[config.mk]
export PLATFORM = sky130hd
export DESIGN_NAME = and_shift_left_right_exec
export DESIGN_NICKNAME = d
export VERILOG_FILES = /design/src/core/shift_and_pkg.sv /design/src/core/shift_and_alu.sv /design/src/core/and_shift_left_right_exec.sv
export SDC_FILE = /design/constraint.sdc
export NUM_CORES = 1
export LEC_CHECK = 0
export ABC_AREA = 1
export BUFFER_PORTS_ARGS = -buffer_cell sky130_fd_sc_hd__buf_2
export CAP_MARGIN = 15
export CORE_AREA = 3 3 176 178
export CTS_CLUSTER_SIZE = 10
export DETAILED_ROUTE_END_ITERATION = 7
export DIE_AREA = 0 0 179 181
export PLACE_DENSITY_LB_ADDON = 0.08
export SYNTH_ARGS = -nofsm -noshare
export SYNTH_HDL_FRONTEND = slang
export SYNTH_SLANG_ARGS = --single-unit
[constraint.sdc]
create_clock -name clk -period 4.3 [get_ports clk]
set_clock_uncertainty 0.1 [all_clocks]
set_input_delay 1.29 -clock clk [delete_from_list [all_inputs] [get_ports clk]]
set_output_delay 1.29 -clock clk [all_outputs]
set_load 0.03 [all_outputs]
[src/core/shift_and_pkg.sv]
// Package of opcodes, flag positions, bus constants and reset values
package shift_and_pkg;
    localparam logic [15:0] IDLE_ADDR     = 16'hFFFF;
    localparam logic [15:0] RESET_PC      = 16'h0000;
    localparam logic [7:0]  PREFIX_Y      = 8'h18;
    localparam logic [7:0]  OP_AND_A_IMM  = 8'h84;
    localparam logic [7:0]  OP_AND_A_DIR  = 8'h94;
    localparam logic [7:0]  OP_AND_A_EXT  = 8'hB4;
    localparam logic [7:0]  OP_AND_A_IDX  = 8'hA4;
    localparam logic [7:0]  OP_AND_B_IMM  = 8'hC4;
    localparam logic [7:0]  OP_AND_B_DIR  = 8'hD4;
    localparam logic [7:0]  OP_AND_B_EXT  = 8'hF4;
    localparam logic [7:0]  OP_AND_B_IDX  = 8'hE4;
    localparam logic [7:0]  OP_ASL_A      = 8'h48;
    localparam logic [7:0]  OP_ASL_B      = 8'h58;
    localparam logic [7:0]  OP_ASL_EXT    = 8'h78;
    localparam logic [7:0]  OP_ASL_IDX    = 8'h68;
    localparam logic [7:0]  OP_ASL_D      = 8'h05;
    localparam logic [7:0]  OP_ASR_A      = 8'h47;
    localparam logic [7:0]  OP_ASR_B      = 8'h57;
    localparam logic [7:0]  OP_ASR_EXT    = 8'h77;
    localparam logic [7:0]  OP_ASR_IDX    = 8'h67;
    // Flag positions: S X H I N Z V C
    localparam int FLAG_C = 0;
    localparam int FLAG_V = 1;
    localparam int FLAG_Z = 2;
    localparam int FLAG_N = 3;
    localparam logic [7:0]  FLAGS_RESET   = 8'hD0;
    localparam logic [7:0]  ACC_RESET     = 8'h00;
    localparam logic [15:0] INDEX_RESET   = 16'h0000;
    typedef enum logic [1:0] {ALU_AND, ALU_ASL, ALU_ASR} alu_op_e;
endpackage

[src/core/shift_and_alu.sv]
// Combinational result and flag logic for AND and 8-bit shifts
`timescale 1ns/1ps
module shift_and_alu (
    input  wire logic [1:0] op,
    input  wire logic [7:0] acc_in,
    input  wire logic [7:0] mem_in,
    input  wire logic [7:0] flags_in,
    output logic      [7:0] result,
    output logic      [7:0] flags_out
);
    logic n_f;
    logic c_f;
    always_comb begin
        flags_out = flags_in;
        c_f = flags_in[shift_and_pkg::FLAG_C];
        case (shift_and_pkg::alu_op_e'(op))
            shift_and_pkg::ALU_AND: begin
                result = acc_in & mem_in;
            end
            shift_and_pkg::ALU_ASL: begin
                result = {mem_in[6:0], 1'b0};
                c_f    = mem_in[7];
            end
            shift_and_pkg::ALU_ASR: begin
                result = {mem_in[7], mem_in[7:1]};
                c_f    = mem_in[0];
            end
            default: begin
                result = mem_in;
            end
        endcase
        n_f = result[7];
        flags_out[shift_and_pkg::FLAG_N] = n_f;
        flags_out[shift_and_pkg::FLAG_Z] = (result == 8'h00);
        flags_out[shift_and_pkg::FLAG_C] = c_f;
        if (shift_and_pkg::alu_op_e'(op) == shift_and_pkg::ALU_AND) begin
            flags_out[shift_and_pkg::FLAG_V] = 1'b0;
        end else begin
            flags_out[shift_and_pkg::FLAG_V] = n_f ^ c_f;
        end
    end
endmodule

[src/core/and_shift_left_right_exec.sv]
// Execution core for AND, arithmetic shift left/right and double shift
// What this block does
// - AND sets N, Z; clears V
// - AND opcodes for A, B and Y prefix
// - AND cycle counts, indexed idle read, reads only
// - Left shift, zero into bit 0, N Z
// - Left shift carry from old bit 7
// - Shifts set V as N xor C
// - Left shift opcodes and cycle counts
// - Memory shift: read, idle, write back
// - Double shift left, opcode 05, three cycles
// - Right shift keeps bit 7, carry old bit 0
// - Right shift opcodes, same timing as left
// - Double accumulator is A high, B low
`timescale 1ns/1ps
module and_shift_left_right_exec (
    input  wire logic        clk,
    input  wire logic        rst,
    input  wire logic [7:0]  bus_rdata,
    input  wire logic [15:0] index_x,
    input  wire logic [15:0] index_y,
    output logic      [15:0] bus_addr,
    output logic      [7:0]  bus_wdata,
    output logic             bus_read_write,
    output logic      [7:0]  acc_a,
    output logic      [7:0]  acc_b,
    output logic      [7:0]  condition_flags,
    output logic             illegal_op
);
    typedef enum {S_FETCH, S_OPC2, S_OPND, S_LOW, S_IDLE, S_DATA, S_IDLE2, S_WRITE} state_e;

    // =====================================================
    // State
    // =====================================================
    state_e      state_q, state_d;
    logic [15:0] pc_q, pc_d;
    logic [7:0]  op_q, op_d;
    logic        pre_y_q, pre_y_d;
    logic [7:0]  hi_q, hi_d;
    logic [15:0] ea_q, ea_d;
    logic [7:0]  mem_q, mem_d;
    logic [15:0] addr_q, addr_d;
    logic [7:0]  wdata_q, wdata_d;
    logic        rw_q, rw_d;
    logic [7:0]  a_q, a_d;
    logic [7:0]  b_q, b_d;
    logic [7:0]  ccr_q, ccr_d;
    logic        ill_q, ill_d;

    // =====================================================
    // Decode of the latched opcode
    // =====================================================
    logic [3:0]  lo;
    logic [3:0]  hi;
    logic        is_and;
    logic        and_b;
    logic        is_shift;
    logic        is_right;
    logic        acc_form;
    logic        sel_b;
    logic [1:0]  alu_op;
    logic [7:0]  alu_acc;
    logic [7:0]  alu_mem;
    logic [7:0]  alu_res;
    logic [7:0]  alu_flags;
    logic [15:0] dbl_res;

    always_comb begin
        lo       = op_q[3:0];
        hi       = op_q[7:4];
        is_and   = (lo == 4'h4) && op_q[7];
        and_b    = op_q[6];
        is_shift = (lo == 4'h8 || lo == 4'h7) && (hi >= 4'h4) && (hi <= 4'h7);
        is_right = (lo == 4'h7);
        acc_form = (hi == 4'h4) || (hi == 4'h5);
        sel_b    = is_and ? and_b : (hi == 4'h5);
        if (is_and) begin
            alu_op = 2'(shift_and_pkg::ALU_AND);
        end else if (is_right) begin
            alu_op = 2'(shift_and_pkg::ALU_ASR);
        end else begin
            alu_op = 2'(shift_and_pkg::ALU_ASL);
        end
        alu_acc = sel_b ? b_q : a_q;
        // AND always combines with the byte on the bus in its last cycle
        if (is_and) begin
            alu_mem = bus_rdata;
        end else if (is_shift && acc_form) begin
            alu_mem = alu_acc;
        end else begin
            alu_mem = mem_q;
        end
        dbl_res = {a_q[6:0], b_q, 1'b0};
    end

    shift_and_alu u_alu (
        .op        (alu_op),
        .acc_in    (alu_acc),
        .mem_in    (alu_mem),
        .flags_in  (ccr_q),
        .result    (alu_res),
        .flags_out (alu_flags)
    );

    // =====================================================
    // Sequencer and bus cycle generation
    // =====================================================
    always_comb begin
        state_d = state_q;
        pc_d    = pc_q;
        op_d    = op_q;
        pre_y_d = pre_y_q;
        hi_d    = hi_q;
        ea_d    = ea_q;
        mem_d   = mem_q;
        wdata_d = wdata_q;
        a_d     = a_q;
        b_d     = b_q;
        ccr_d   = ccr_q;
        ill_d   = ill_q;
        rw_d    = 1'b1;
        addr_d  = addr_q;
        case (state_q)
            S_FETCH: begin
                op_d    = bus_rdata;
                pre_y_d = (bus_rdata == shift_and_pkg::PREFIX_Y);
                pc_d    = pc_q + 16'h0001;
                addr_d  = pc_q + 16'h0001;
                state_d = (bus_rdata == shift_and_pkg::PREFIX_Y) ? S_OPC2 : S_OPND;
            end
            S_OPC2: begin
                op_d    = bus_rdata;
                pc_d    = pc_q + 16'h0001;
                addr_d  = pc_q + 16'h0001;
                state_d = S_OPND;
            end
            S_OPND: begin
                // Cycle after opcode: immediate, direct, high, offset or discarded
                ill_d   = 1'b0;
                if (op_q == shift_and_pkg::OP_ASL_D) begin
                    {a_d, b_d}        = dbl_res;
                    ccr_d             = ccr_q;
                    ccr_d[shift_and_pkg::FLAG_C] = a_q[7];
                    ccr_d[shift_and_pkg::FLAG_N] = dbl_res[15];
                    ccr_d[shift_and_pkg::FLAG_Z] = (dbl_res == 16'h0000);
                    ccr_d[shift_and_pkg::FLAG_V] = dbl_res[15] ^ a_q[7];
                    addr_d  = shift_and_pkg::IDLE_ADDR;
                    state_d = S_IDLE2;
                end else if (is_shift && acc_form) begin
                    if (sel_b) begin
                        b_d = alu_res;
                    end else begin
                        a_d = alu_res;
                    end
                    ccr_d   = alu_flags;
                    addr_d  = pc_q;
                    state_d = S_FETCH;
                end else if (is_and && hi[1:0] == 2'b00) begin
                    // Immediate byte is on the bus now, so no third cycle
                    if (and_b) begin
                        b_d = alu_res;
                    end else begin
                        a_d = alu_res;
                    end
                    ccr_d   = alu_flags;
                    pc_d    = pc_q + 16'h0001;
                    addr_d  = pc_q + 16'h0001;
                    state_d = S_FETCH;
                end else if (is_and && hi[1:0] == 2'b01) begin
                    pc_d    = pc_q + 16'h0001;
                    ea_d    = {8'h00, bus_rdata};
                    addr_d  = {8'h00, bus_rdata};
                    state_d = S_DATA;
                    mem_d   = mem_q;
                end else if ((is_and && hi[1:0] == 2'b11) || (is_shift && hi == 4'h7)) begin
                    hi_d    = bus_rdata;
                    pc_d    = pc_q + 16'h0001;
                    addr_d  = pc_q + 16'h0001;
                    state_d = S_LOW;
                end else if ((is_and && hi[1:0] == 2'b10) || (is_shift && hi == 4'h6)) begin
                    pc_d    = pc_q + 16'h0001;
                    ea_d    = (pre_y_q ? index_y : index_x) + {8'h00, bus_rdata};
                    addr_d  = shift_and_pkg::IDLE_ADDR;
                    state_d = S_IDLE;
                end else begin
                    ill_d   = 1'b1;
                    addr_d  = pc_q;
                    state_d = S_FETCH;
                end
            end
            S_LOW: begin
                pc_d    = pc_q + 16'h0001;
                ea_d    = {hi_q, bus_rdata};
                addr_d  = {hi_q, bus_rdata};
                state_d = S_DATA;
            end
            S_IDLE: begin
                addr_d  = ea_q;
                state_d = S_DATA;
            end
            S_DATA: begin
                // Operand read of an AND is its last cycle
                if (is_and) begin
                    if (and_b) begin
                        b_d = alu_res;
                    end else begin
                        a_d = alu_res;
                    end
                    ccr_d   = alu_flags;
                    addr_d  = pc_q;
                    state_d = S_FETCH;
                end else begin
                    mem_d   = bus_rdata;
                    addr_d  = shift_and_pkg::IDLE_ADDR;
                    state_d = S_WRITE;
                end
            end
            S_WRITE: begin
                wdata_d = alu_res;
                ccr_d   = alu_flags;
                addr_d  = ea_q;
                rw_d    = 1'b0;
                state_d = S_IDLE2;
            end
            S_IDLE2: begin
                addr_d  = pc_q;
                state_d = S_FETCH;
            end
            default: begin
                addr_d  = pc_q;
                state_d = S_FETCH;
            end
        endcase
    end

    always_ff @(posedge clk or posedge rst) begin
        if (rst) begin
            state_q <= S_FETCH;
            pc_q    <= shift_and_pkg::RESET_PC;
            op_q    <= 8'h00;
            pre_y_q <= 1'b0;
            hi_q    <= 8'h00;
            ea_q    <= shift_and_pkg::INDEX_RESET;
            mem_q   <= 8'h00;
            addr_q  <= shift_and_pkg::RESET_PC;
            wdata_q <= 8'h00;
            rw_q    <= 1'b1;
            a_q     <= shift_and_pkg::ACC_RESET;
            b_q     <= shift_and_pkg::ACC_RESET;
            ccr_q   <= shift_and_pkg::FLAGS_RESET;
            ill_q   <= 1'b0;
        end else begin
            state_q <= state_d;
            pc_q    <= pc_d;
            op_q    <= op_d;
            pre_y_q <= pre_y_d;
            hi_q    <= hi_d;
            ea_q    <= ea_d;
            mem_q   <= mem_d;
            addr_q  <= addr_d;
            wdata_q <= wdata_d;
            rw_q    <= rw_d;
            a_q     <= a_d;
            b_q     <= b_d;
            ccr_q   <= ccr_d;
            ill_q   <= ill_d;
        end
    end

    assign bus_addr        = addr_q;
    assign bus_wdata       = wdata_q;
    assign bus_read_write  = rw_q;
    assign acc_a           = a_q;
    assign acc_b           = b_q;
    assign condition_flags = ccr_q;
    assign illegal_op      = ill_q;
endmodule

==> out/qor.yml, run 1 <==
grt_overflow: 0
hold_violations: 0
synth_largest_area_cell: "dfrtp_1"
path_buf_inv: 1
place_hpwl_um: 21860
antenna_found_initial: 0
critical_path.endpoint: "ea_q[12]"
via_per_inst: 4.906
wirelength_um: 29350
die_height_um: 181
timing.hold.ws_ps: 377.8
async_flop_share_pct: 100.0
status: "completed"
tightest_slew_ps: 1049
synth_edf_count: 0
clk_latency_ps: 360
path_max_fanout: 17
max_slew_margin_pct: 29.88
drt_iter0_drc: 765
yosys-top-cells-area: "dfrtp_1, nand2_1, o21ai_0"
hp-class: "reg2reg"
cts_buffers: 9
rows: 63
tns_ps: 0
leakagePower_nw: 4.135
synth_cell_type_count: 51
crit_top_cell: "o21ai_0"
power_switching_mw: 3.244
synth_common_cells: "nand2_1, inv_1, o21ai_0, dfrtp_1"
synth-seq-area-share_pct: 36.21
firstDrtPassIters: 5
critPathTopFamily: "compound AO/OA/AOI/OAI gates"
htreeDepth: 3
crit_chain: "inv_1 > or2_2 > o21ai_0 > fa_1 > o21ai_0 > nand4_1 > a21oi_1 > nand2_1 > o21ai_0 > a21oi_1 > o21ai_0 > nand2_1"
drive_gt1_share_pct: 13.00
worstPathArrival_ps: 3610
period_share_pct: 80.28
grt_pass1_vias: 7231
ctsResizeCount: 0
drcViolationCount: 0
finalMaxSlewViolations: 0
cpPeakStageDelay_ps: 580
cp.required_ps: 4450
worstSetupStartpointType: "flip-flop"
seqPwrFrac_pct: 28.6
reg2reg_depth: 12
rsz0062_at_grt: "false"
nets: 1193
cts_tree: "done"
maxCapViolations: 0
netlist.area_leader.share_pct: 35.85
p_sw_share_pct: 52.20
ant_nets: 0
pin_count: 92
fin_ws_ps: 847.8
r2r_slack_ps: 850
cts_setup_buffers: 0
yosysWarnings: 0
setup_viol: 0
crit_type: "reg2reg"
r2r_start: "pre_y_q"
place_ws_ps: 442.8
clkSlewWorstSetupHoldPaths_ps: 80
grt_max_degree: 60
p_int_mw: 2.971
clk_path_buf_depth: 2
die_w_um: 179
p_clk_share_pct: 15.3
synth_cells: 1072
antenna_cells: 0
finalCriticalPeriod_ps: 3452
clock_sinks: 106
gp_congestion: 0.8715
crit_path_start: "pre_y_q"
design.core.area_um2: 29560
cp_num_cells: 12
routedWlPerCell_um: 19.11
yosysMostFrequentCell: "nand2_1"
grt_pass1_wl_um: 45360
pwr-share-comb_pct: 56.1
io_buffer_count: 87
hold_buffers: 0
synthesis.area_um2: 7328
clockRootBuffer: "clkbuf_16"
r2r_end: "ea_q[12]"
cp_slowest_cell: "dfrtp_1"
power_per_cell_area_nw_per_um2: 733.4
irDropWorstVdd_uv: 263.6
fmax_ghz: 0.2897
dr_total_vias: 7535
setup.worst_path.end_class: "flip-flop"
synth-seq-cells: 106
die_area_um2: 32400
initial_core_util_pct: 24.79
ys.flop_type: "dfrtp_1"
synth_area_per_cell_um2: 6.836
grt_usage_pct: 18.35
area_growth_pct: 15.64
cells in the final DEF, fill, tap and decap left out, types with 13 or more instances in the layout:
| master | netlist | final |
|---|---|---|
| nand2_1 | 280 | 280 |
| nand3_1 | 64 | 64 |
| nand4_1 | 21 | 21 |
| a21oi_1 | 90 | 90 |
| inv_1 | 117 | 116 |
| xor2_1 | 13 | 13 |
| buf_4 | 5 | 13 |
| dfrtp_1 | 105 | 105 |
| o21ai_0 | 116 | 116 |
| nor2_1 | 90 | 90 |
| buf_2 | 14 | 87 |
sequential cells by signal, summed over array words and instances, names as in the netlist, 3 cells and up:
register,flops
mem_q,8
bus_addr,16
acc_a,8
pc_q,16
acc_b,8
hi_q,8
op_q,8
bus_wdata,8
state_q,3
ea_q,16
condition_flags,4
final cells by class:
| cell class | instances | area, um2 |
|---|---|---|
| clock buffer | 12 | 256.5 |
| multi-input combinational | 799 | 3981 |
| fill | 3350 | 21090 |
| clock inverter | 4 | 73.82 |
| timing repair buffer | 101 | 553.0 |
| tap | 390 | 488.0 |
| sequential | 106 | 2654 |
| inverter | 124 | 467.9 |
worst reg2reg max path, cell delays in order, from the launching register on:
cell	delay, ps
dfrtp_1	580
inv_1	380
or2_2	170
o21ai_0	150
fa_1	470
o21ai_0	390
nand4_1	210
a21oi_1	350
nand2_1	110
o21ai_0	160
a21oi_1	50
o21ai_0	140
nand2_1	70
cells by family (layout without fill, tap and decap cells):
group           count (synthesis)  in the layout  share of synthesized area, %
fa+ha+maj                      10             10                         1.810
simple gates                  497            497                         29.23
flops                         106            106                         36.21
xor+xnor                       15             15                         1.793
mux                             3              3                        0.4098
buf+inv                       169            241                         9.561
other cells                     2              4                        0.1025
compound gates                270            270                         20.88
power by group through the flow:
stage / Sequential, mW / Combinational, mW / Clock, mW
global route: 1.83 / 3.92 / 1.03
detailed placement: 1.79 / 3.48 / 0
floorplan: 2.02 / 2.11 / 0
CTS: 1.77 / 3.49 / 0.985
finish: 1.78 / 3.48 / 0.954
global placement: 1.80 / 3.49 / 0
layer usage:
layer,up-vias,routed length (um),GRT usage (%)
met5,-,0,0
met4,0,541,4.894
met3,29,1693,2.333
met2,261,12410,27.17
met1,3536,14710,27.88
li1,3709,-,-
through the flow:
stage	utilization, %	area [um2]	power [mW]	cells
after floorplan	-	7336	4.129	1074
final	28.67	8474	6.215	1536
after global placement	27.55	8144	5.289	1520
after CTS	28.67	8474	6.249	1536
after detailed placement	27.55	8144	5.271	1520
after global routing	28.67	8474	6.781	1536
worst min path at each step:
stage,startpoint,end,slack [ps],cells past startpoint
floorplan,ea_q[6],ea_q[6],350,2
global placement,bus_wdata[1],bus_wdata[1],360,2
detailed placement,bus_wdata[1],bus_wdata[1],370,2
CTS,bus_wdata[1],bus_wdata[1],380,2
global route,bus_wdata[2],bus_wdata[2],400,2
finish,bus_wdata[1],bus_wdata[1],380,2
(Power assumes the default switching activity.)
==> inputs of run 2 (changes only) <==
==> constraint.sdc (replaced) <==
create_clock -name clk -period 3.13 [get_ports clk]
set_clock_uncertainty 0.1 [all_clocks]
set_input_delay 0.939 -clock clk [delete_from_list [all_inputs] [get_ports clk]]
set_output_delay 0.939 -clock clk [all_outputs]
set_load 0.03 [all_outputs]
==> run 2 against run 1 <==
  * Register-to-register slack lost 480 ps
  * Critical path depth grew 3
  * Cell area grew 3.0%
  * Die area is the same
==> out/qor.yml, run 2 (synthesis gave the netlist of run 1 again) <==
total_power_mw: 8.514  # +37%
leakagePower_nw: 4.291  # +3.8%
min_to: "bus_wdata[7]"
ctsResizeCount: 0  # unchanged
drcViolationCount: 0  # unchanged
pwr-share-comb_pct: 57.4  # +1.3 points
cts_setup_buffers: 0  # unchanged
whs_path_depth: 2  # unchanged
cp.required_ps: 3280  # -1170 ps
p_int_mw: 4.081  # +37%
place_hpwl_um: 22150  # +1.3%
timing.hold.ws_ps: 377.1  # -0.6360 ps
path_max_fanout: 3  # -14
crit_top_cell: "nand2_1"
hp-class: "reg2reg"
setup_viol: 0  # unchanged
cts_tree: "done"
clk_latency_ps: 360  # about the same
routedWlPerCell_um: 18.65  # -2.4%
max_slew_margin_pct: 56.89  # +27 points
antenna_cells: 0  # unchanged
finalMaxSlewViolations: 0  # unchanged
dr_wl_met3_um: 1153  # -32%
place_ws_ps: -79.15  # -521.9 ps
cp_num_cells: 15  # +3
clockRootBuffer: "clkbuf_16"
initial_core_util_pct: 24.79  # unchanged
die_height_um: 181  # unchanged
p_sw_share_pct: 52.07  # -0.13 points
r2r_end: "condition_flags[2]"
hold_start: "bus_wdata[7]"
hold_violations: 0  # unchanged
crit_chain: "buf_2 > nand2_1 > nand2_1 > ha_1 > inv_1 > fa_1 > o21ai_0 > buf_4 > nand4_1 > a21oi_1 > nand2_1 > o21ai_0 > a21oi_1 > o21ai_0 > nand2_1"
worstPathArrival_ps: 2950  # -660 ps
seqPwrFrac_pct: 28.5  # about the same
nets: 1231  # +3.2%
wl_met1_um: 15300  # +4.0%
r2r_start: "op_q[0]"
via_per_inst: 4.815  # -1.8%
io_buffer_count: 87  # unchanged
wirelength_um: 29340  # about the same
firstDrtPassIters: 5  # unchanged
top_layer: "met4"
die_w_um: 179  # unchanged
period_share_pct: 89.28
critPathTopFamily: "compound AO/OA/AOI/OAI gates"
grt_pass1_wl_um: 45800  # +0.97%
finalCriticalPeriod_ps: 2794
drt_iter0_drc: 555  # -27%
hold_buffers: 0  # unchanged
p_clk_share_pct: 14.0  # -1.3 points
irDropWorstVdd_uv: 325.9  # +24%
fin_ws_ps: 335.6  # -512.2 ps
cp_slowest_cell: "fa_1"
dr_total_vias: 7574  # +0.52%
crit_type: "in2reg"
grt_overflow: 0  # unchanged
rows: 63  # unchanged
power_per_cell_area_nw_per_um2: 975.9  # +33%
htreeDepth: 3  # unchanged
power_switching_mw: 4.433  # +37%
final_common_cell: "nand2_1"
setup.worst_path.end_class: "flip-flop"
reg2reg_depth: 14  # +2
fill_cells: 3375  # +0.75%
r2r_slack_ps: 370  # -480 ps
grt_max_degree: 107  # +78%
grt_pass1_vias: 7415  # +2.5%
cts_buffers: 9  # unchanged
rsz0062_at_grt: "false"
dr_wl_met2_um: 12560  # +1.2%
maxCapViolations: 0  # unchanged
die_area_um2: 32400  # unchanged
status: "completed"
design.core.area_um2: 29560  # unchanged
clkSlewWorstSetupHoldPaths_ps: 80  # about the same
antenna_found_initial: 0  # unchanged
final_cell_mix: "nand2_1, inv_1, o21ai_0"
clk_path_buf_depth: 2  # unchanged
area_growth_pct: 19.05
worstSetupStartpointType: "input port"
fmax_ghz: 0.3579
pin_count: 92  # unchanged
grt_usage_pct: 18.37  # about the same
clock_sinks: 106  # unchanged
ant_nets: 0  # unchanged
drive_gt1_share_pct: 15.81  # +2.8 points
path_buf_inv: 3  # +2
cpPeakStageDelay_ps: 380  # -200 ps
gp_congestion: 0.8336  # -4.3%
tightest_slew_ps: 630.3  # -419.0 ps
run 2: cell count changes in the layout (fill, tap and decap cells not counted), sizes merged:
cell,change
bufinv,-1
clkinvlp,+3
buf,+38
inv,-1
clkbuf,-2
run 2: tightest hold or removal path, delay by kind of cell, from the launching register on:
family	cells	cell delay, ps
DFF	1	350
and+or+nand+nor	2	100
run 2: how the worst max path moves through the flow:
stage,startpoint,to
finish,index_y[0],ea_q[12]
global route,index_y[1],ea_q[13]
CTS,index_y[0],ea_q[12]
detailed placement,index_y[0],ea_q[12]
global placement,index_y[0],ea_q[12]
floorplan,index_y[0],ea_q[12]
run 2: layout make-up:
type	count	area [um2]	area share (%)
repair buffers	139	838.3	9.608
flip-flops and latches	106	2654	30.42
inverters	124	469.2	5.378
well taps	390	488.0	5.593
multi-input cells	799	3981	45.63
clock buffers	10	239.0	2.739
clock inverters	5	55.05	0.6310
run 2: stage by stage:
stage               TNS, ps  utilization (%)  std cells  area (um2)
floorplan                 0                -       1074        7340
global placement     -139.6            28.52       1558        8431
detailed placement   -278.7            28.52       1558        8431
CTS                       0            29.52       1573        8725
global route              0            29.52       1573        8725
finish                    0            29.52       1573        8725
run 2: routing by layer:
metal,vias to the layer above,global-route usage (%)
met5,-,0
met4,0,3.834
met3,18,2.354
met2,179,27.23
met1,3588,28.31
li1,3789,-
run 2: power by group through the flow:
stage | Combinational [mW] | Clock (mW) | Sequential [mW]
CTS | 4.91 | 1.23 | 2.43
global route | 5.48 | 1.28 | 2.50
floorplan | 2.90 | 0 | 2.77
detailed placement | 4.89 | 0 | 2.45
finish | 4.89 | 1.19 | 2.43
global placement | 4.89 | 0 | 2.45
==> inputs of run 3 (changes only) <==
--- a/config.mk
+++ b/config.mk
@@ -12,7 +12,9 @@
 export CTS_CLUSTER_SIZE = 10
 export DETAILED_ROUTE_END_ITERATION = 7
 export DIE_AREA = 0 0 179 181
+export MAX_ROUTING_LAYER = met4
 export PLACE_DENSITY_LB_ADDON = 0.08
+export SKIP_CTS_REPAIR_TIMING = 1
 export SYNTH_ARGS = -nofsm -noshare
 export SYNTH_HDL_FRONTEND = slang
 export SYNTH_SLANG_ARGS = --single-unit
==> run 3 against run 2 <==
  * Worst setup slack better by 6.3 ps
  * Register-to-register slack about the same
  * Clock power about the same
  * Largest cell class unchanged
==> out/qor.yml, run 3 (synthesis gave the netlist of run 1 again) <==
area_growth_pct: 19.05  # unchanged
htreeDepth: 3  # unchanged
pin_count: 92  # unchanged
dr_total_vias: 7609  # +0.46%
drcViolationCount: 0  # unchanged
drt_iter0_drc: 603  # +8.6%
period_share_pct: 89.08  # -0.20 points
die_area_um2: 32400  # unchanged
rsz0062_at_grt: "false"
grt_pass1_wl_um: 45750  # -0.11%
grt_overflow: 0  # unchanged
finalCriticalPeriod_ps: 2788  # -6.294 ps
status: "completed"
reg2reg_depth: 13  # -1
initial_core_util_pct: 24.79  # unchanged
firstDrtPassIters: 5  # unchanged
die_w_um: 179  # unchanged
fin_area_um2: 8725  # unchanged
cp_slowest_cell: "fa_1"
grt_pass1_vias: 7417  # +0.027%
finalMaxSlewViolations: 0  # unchanged
wirelength_um: 29290  # -0.19%
worstSetupStartpointType: "input port"
dp_cells: 1558  # unchanged
crit_path_start: "index_y[0]"
io_buffer_count: 87  # unchanged
path_buf_inv: 3  # unchanged
drive_gt1_share_pct: 15.81  # unchanged
gp_congestion: 0.8464  # +1.5%
path_max_fanout: 3  # unchanged
routedWlPerCell_um: 18.62  # -0.19%
setup.worst_path.end_class: "flip-flop"
final_common_cell: "nand2_1"
critPathTopFamily: "compound AO/OA/AOI/OAI gates"
die_height_um: 181  # unchanged
hp-class: "reg2reg"
clock_sinks: 106  # unchanged
antenna_found_initial: 0  # unchanged
crit_type: "in2reg"
r2r_slack_ps: 360  # about the same
clk_path_buf_depth: 2  # unchanged
fin_ws_ps: 341.9  # +6.294 ps
crit_top_cell: "nand2_1"
leakagePower_nw: 4.291  # unchanged
place_hpwl_um: 22150  # unchanged
power_per_cell_area_nw_per_um2: 975.4  # about the same
cp.required_ps: 3290  # about the same
worstPathArrival_ps: 2950  # about the same
antenna_cells: 0  # unchanged
hold_start: "bus_wdata[7]"
nets: 1231  # unchanged
clk_latency_ps: 370  # about the same
ant_nets: 0  # unchanged
multi_input_area_um2: 3981  # unchanged
clockRootBuffer: "clkbuf_16"
total_power_mw: 8.510  # about the same
setup_viol: 0  # unchanged
max_slew_margin_pct: 55.50  # -1.4 points
grt_max_degree: 107  # unchanged
cpPeakStageDelay_ps: 380  # about the same
final_cell_mix: "nand2_1, inv_1, o21ai_0"
place_area_um2: 8431  # unchanged
fmax_ghz: 0.3587  # +0.23%
tns_ps: 0  # unchanged
maxCapViolations: 0  # unchanged
whs_path_depth: 2  # unchanged
hold_violations: 0  # unchanged
register_area_um2: 2654  # unchanged
cts_buffers: 9  # unchanged
crit_chain: "buf_2 > nand2_1 > nand2_1 > ha_1 > inv_1 > fa_1 > o21ai_0 > buf_4 > nand4_1 > a21oi_1 > nand2_1 > o21ai_0 > a21oi_1 > o21ai_0 > nand2_1"
min_to: "bus_wdata[7]"
rows: 63  # unchanged
via_per_inst: 4.837  # +0.46%
tightest_slew_ps: 650.7  # +20.37 ps
fill_cells: 3375  # unchanged
r2r_start: "op_q[0]"
place_ws_ps: -79.15  # unchanged
irDropWorstVdd_uv: 326.6  # +0.19%
r2r_end: "condition_flags[2]"
design.core.area_um2: 29560  # unchanged
clkSlewWorstSetupHoldPaths_ps: 80  # about the same
cts_tree: "done"
grt_usage_pct: 18.94  # +0.56 points
fin_cells: 1573  # unchanged
-- run 3: cell counts in the layout (fill, tap and decap cells not counted) --
No cell type changed its count.
-- run 3: per-layer routing --
layer	vias up	global-route usage, %	part of all wire (%)
li1	3787	-	-
met1	3579	28.23	51
met2	227	27.37	43
met3	16	2.480	5.0
met4	0	3.741	1.1
met5	-	-	0
-- run 3: stage by stage --
step,hold slack [ps],utilization [%]
final,376.8,29.52
after global routing,397.3,29.52
after CTS,382.3,29.52
after detailed placement,362.9,28.52
after global placement,362.7,28.52
after floorplan,349.0,-
-- run 3: area by class of cell --
class	instances	share of cell area, %
clock inverters	5	0.6310
repair buffers	139	9.608
flip-flops and latches	106	30.42
clock buffers	10	2.739
multi-input cells	799	45.63
well taps	390	5.593
inverters	124	5.378
-- run 3: worst max path at each step --
| stage | cells past startpoint | endpoint | slack, ps |
|---|---|---|---|
| floorplan | 13 | ea_q[12] | 120 |
| detailed placement | 15 | ea_q[12] | -80 |
| CTS | 15 | ea_q[12] | 300 |
| global route | 16 | ea_q[13] | 70 |
| global placement | 15 | ea_q[12] | -50 |
| finish | 15 | ea_q[12] | 340 |
-- run 3: where the power goes --
group | total [mW] | internal [mW] | leakage, nW | switching (mW)
Sequential | 2.42 | 1.94 | 1.27 | 0.481
Clock | 1.20 | 0.637 | 0.140 | 0.563
Combinational | 4.89 | 1.50 | 2.88 | 3.39
-- run 3: tightest hold or removal path, delay by kind of cell (launching register included) --
kind	cells	cell delay [ps]
flip-flops	1	350
AND/OR/NAND/NOR	2	100
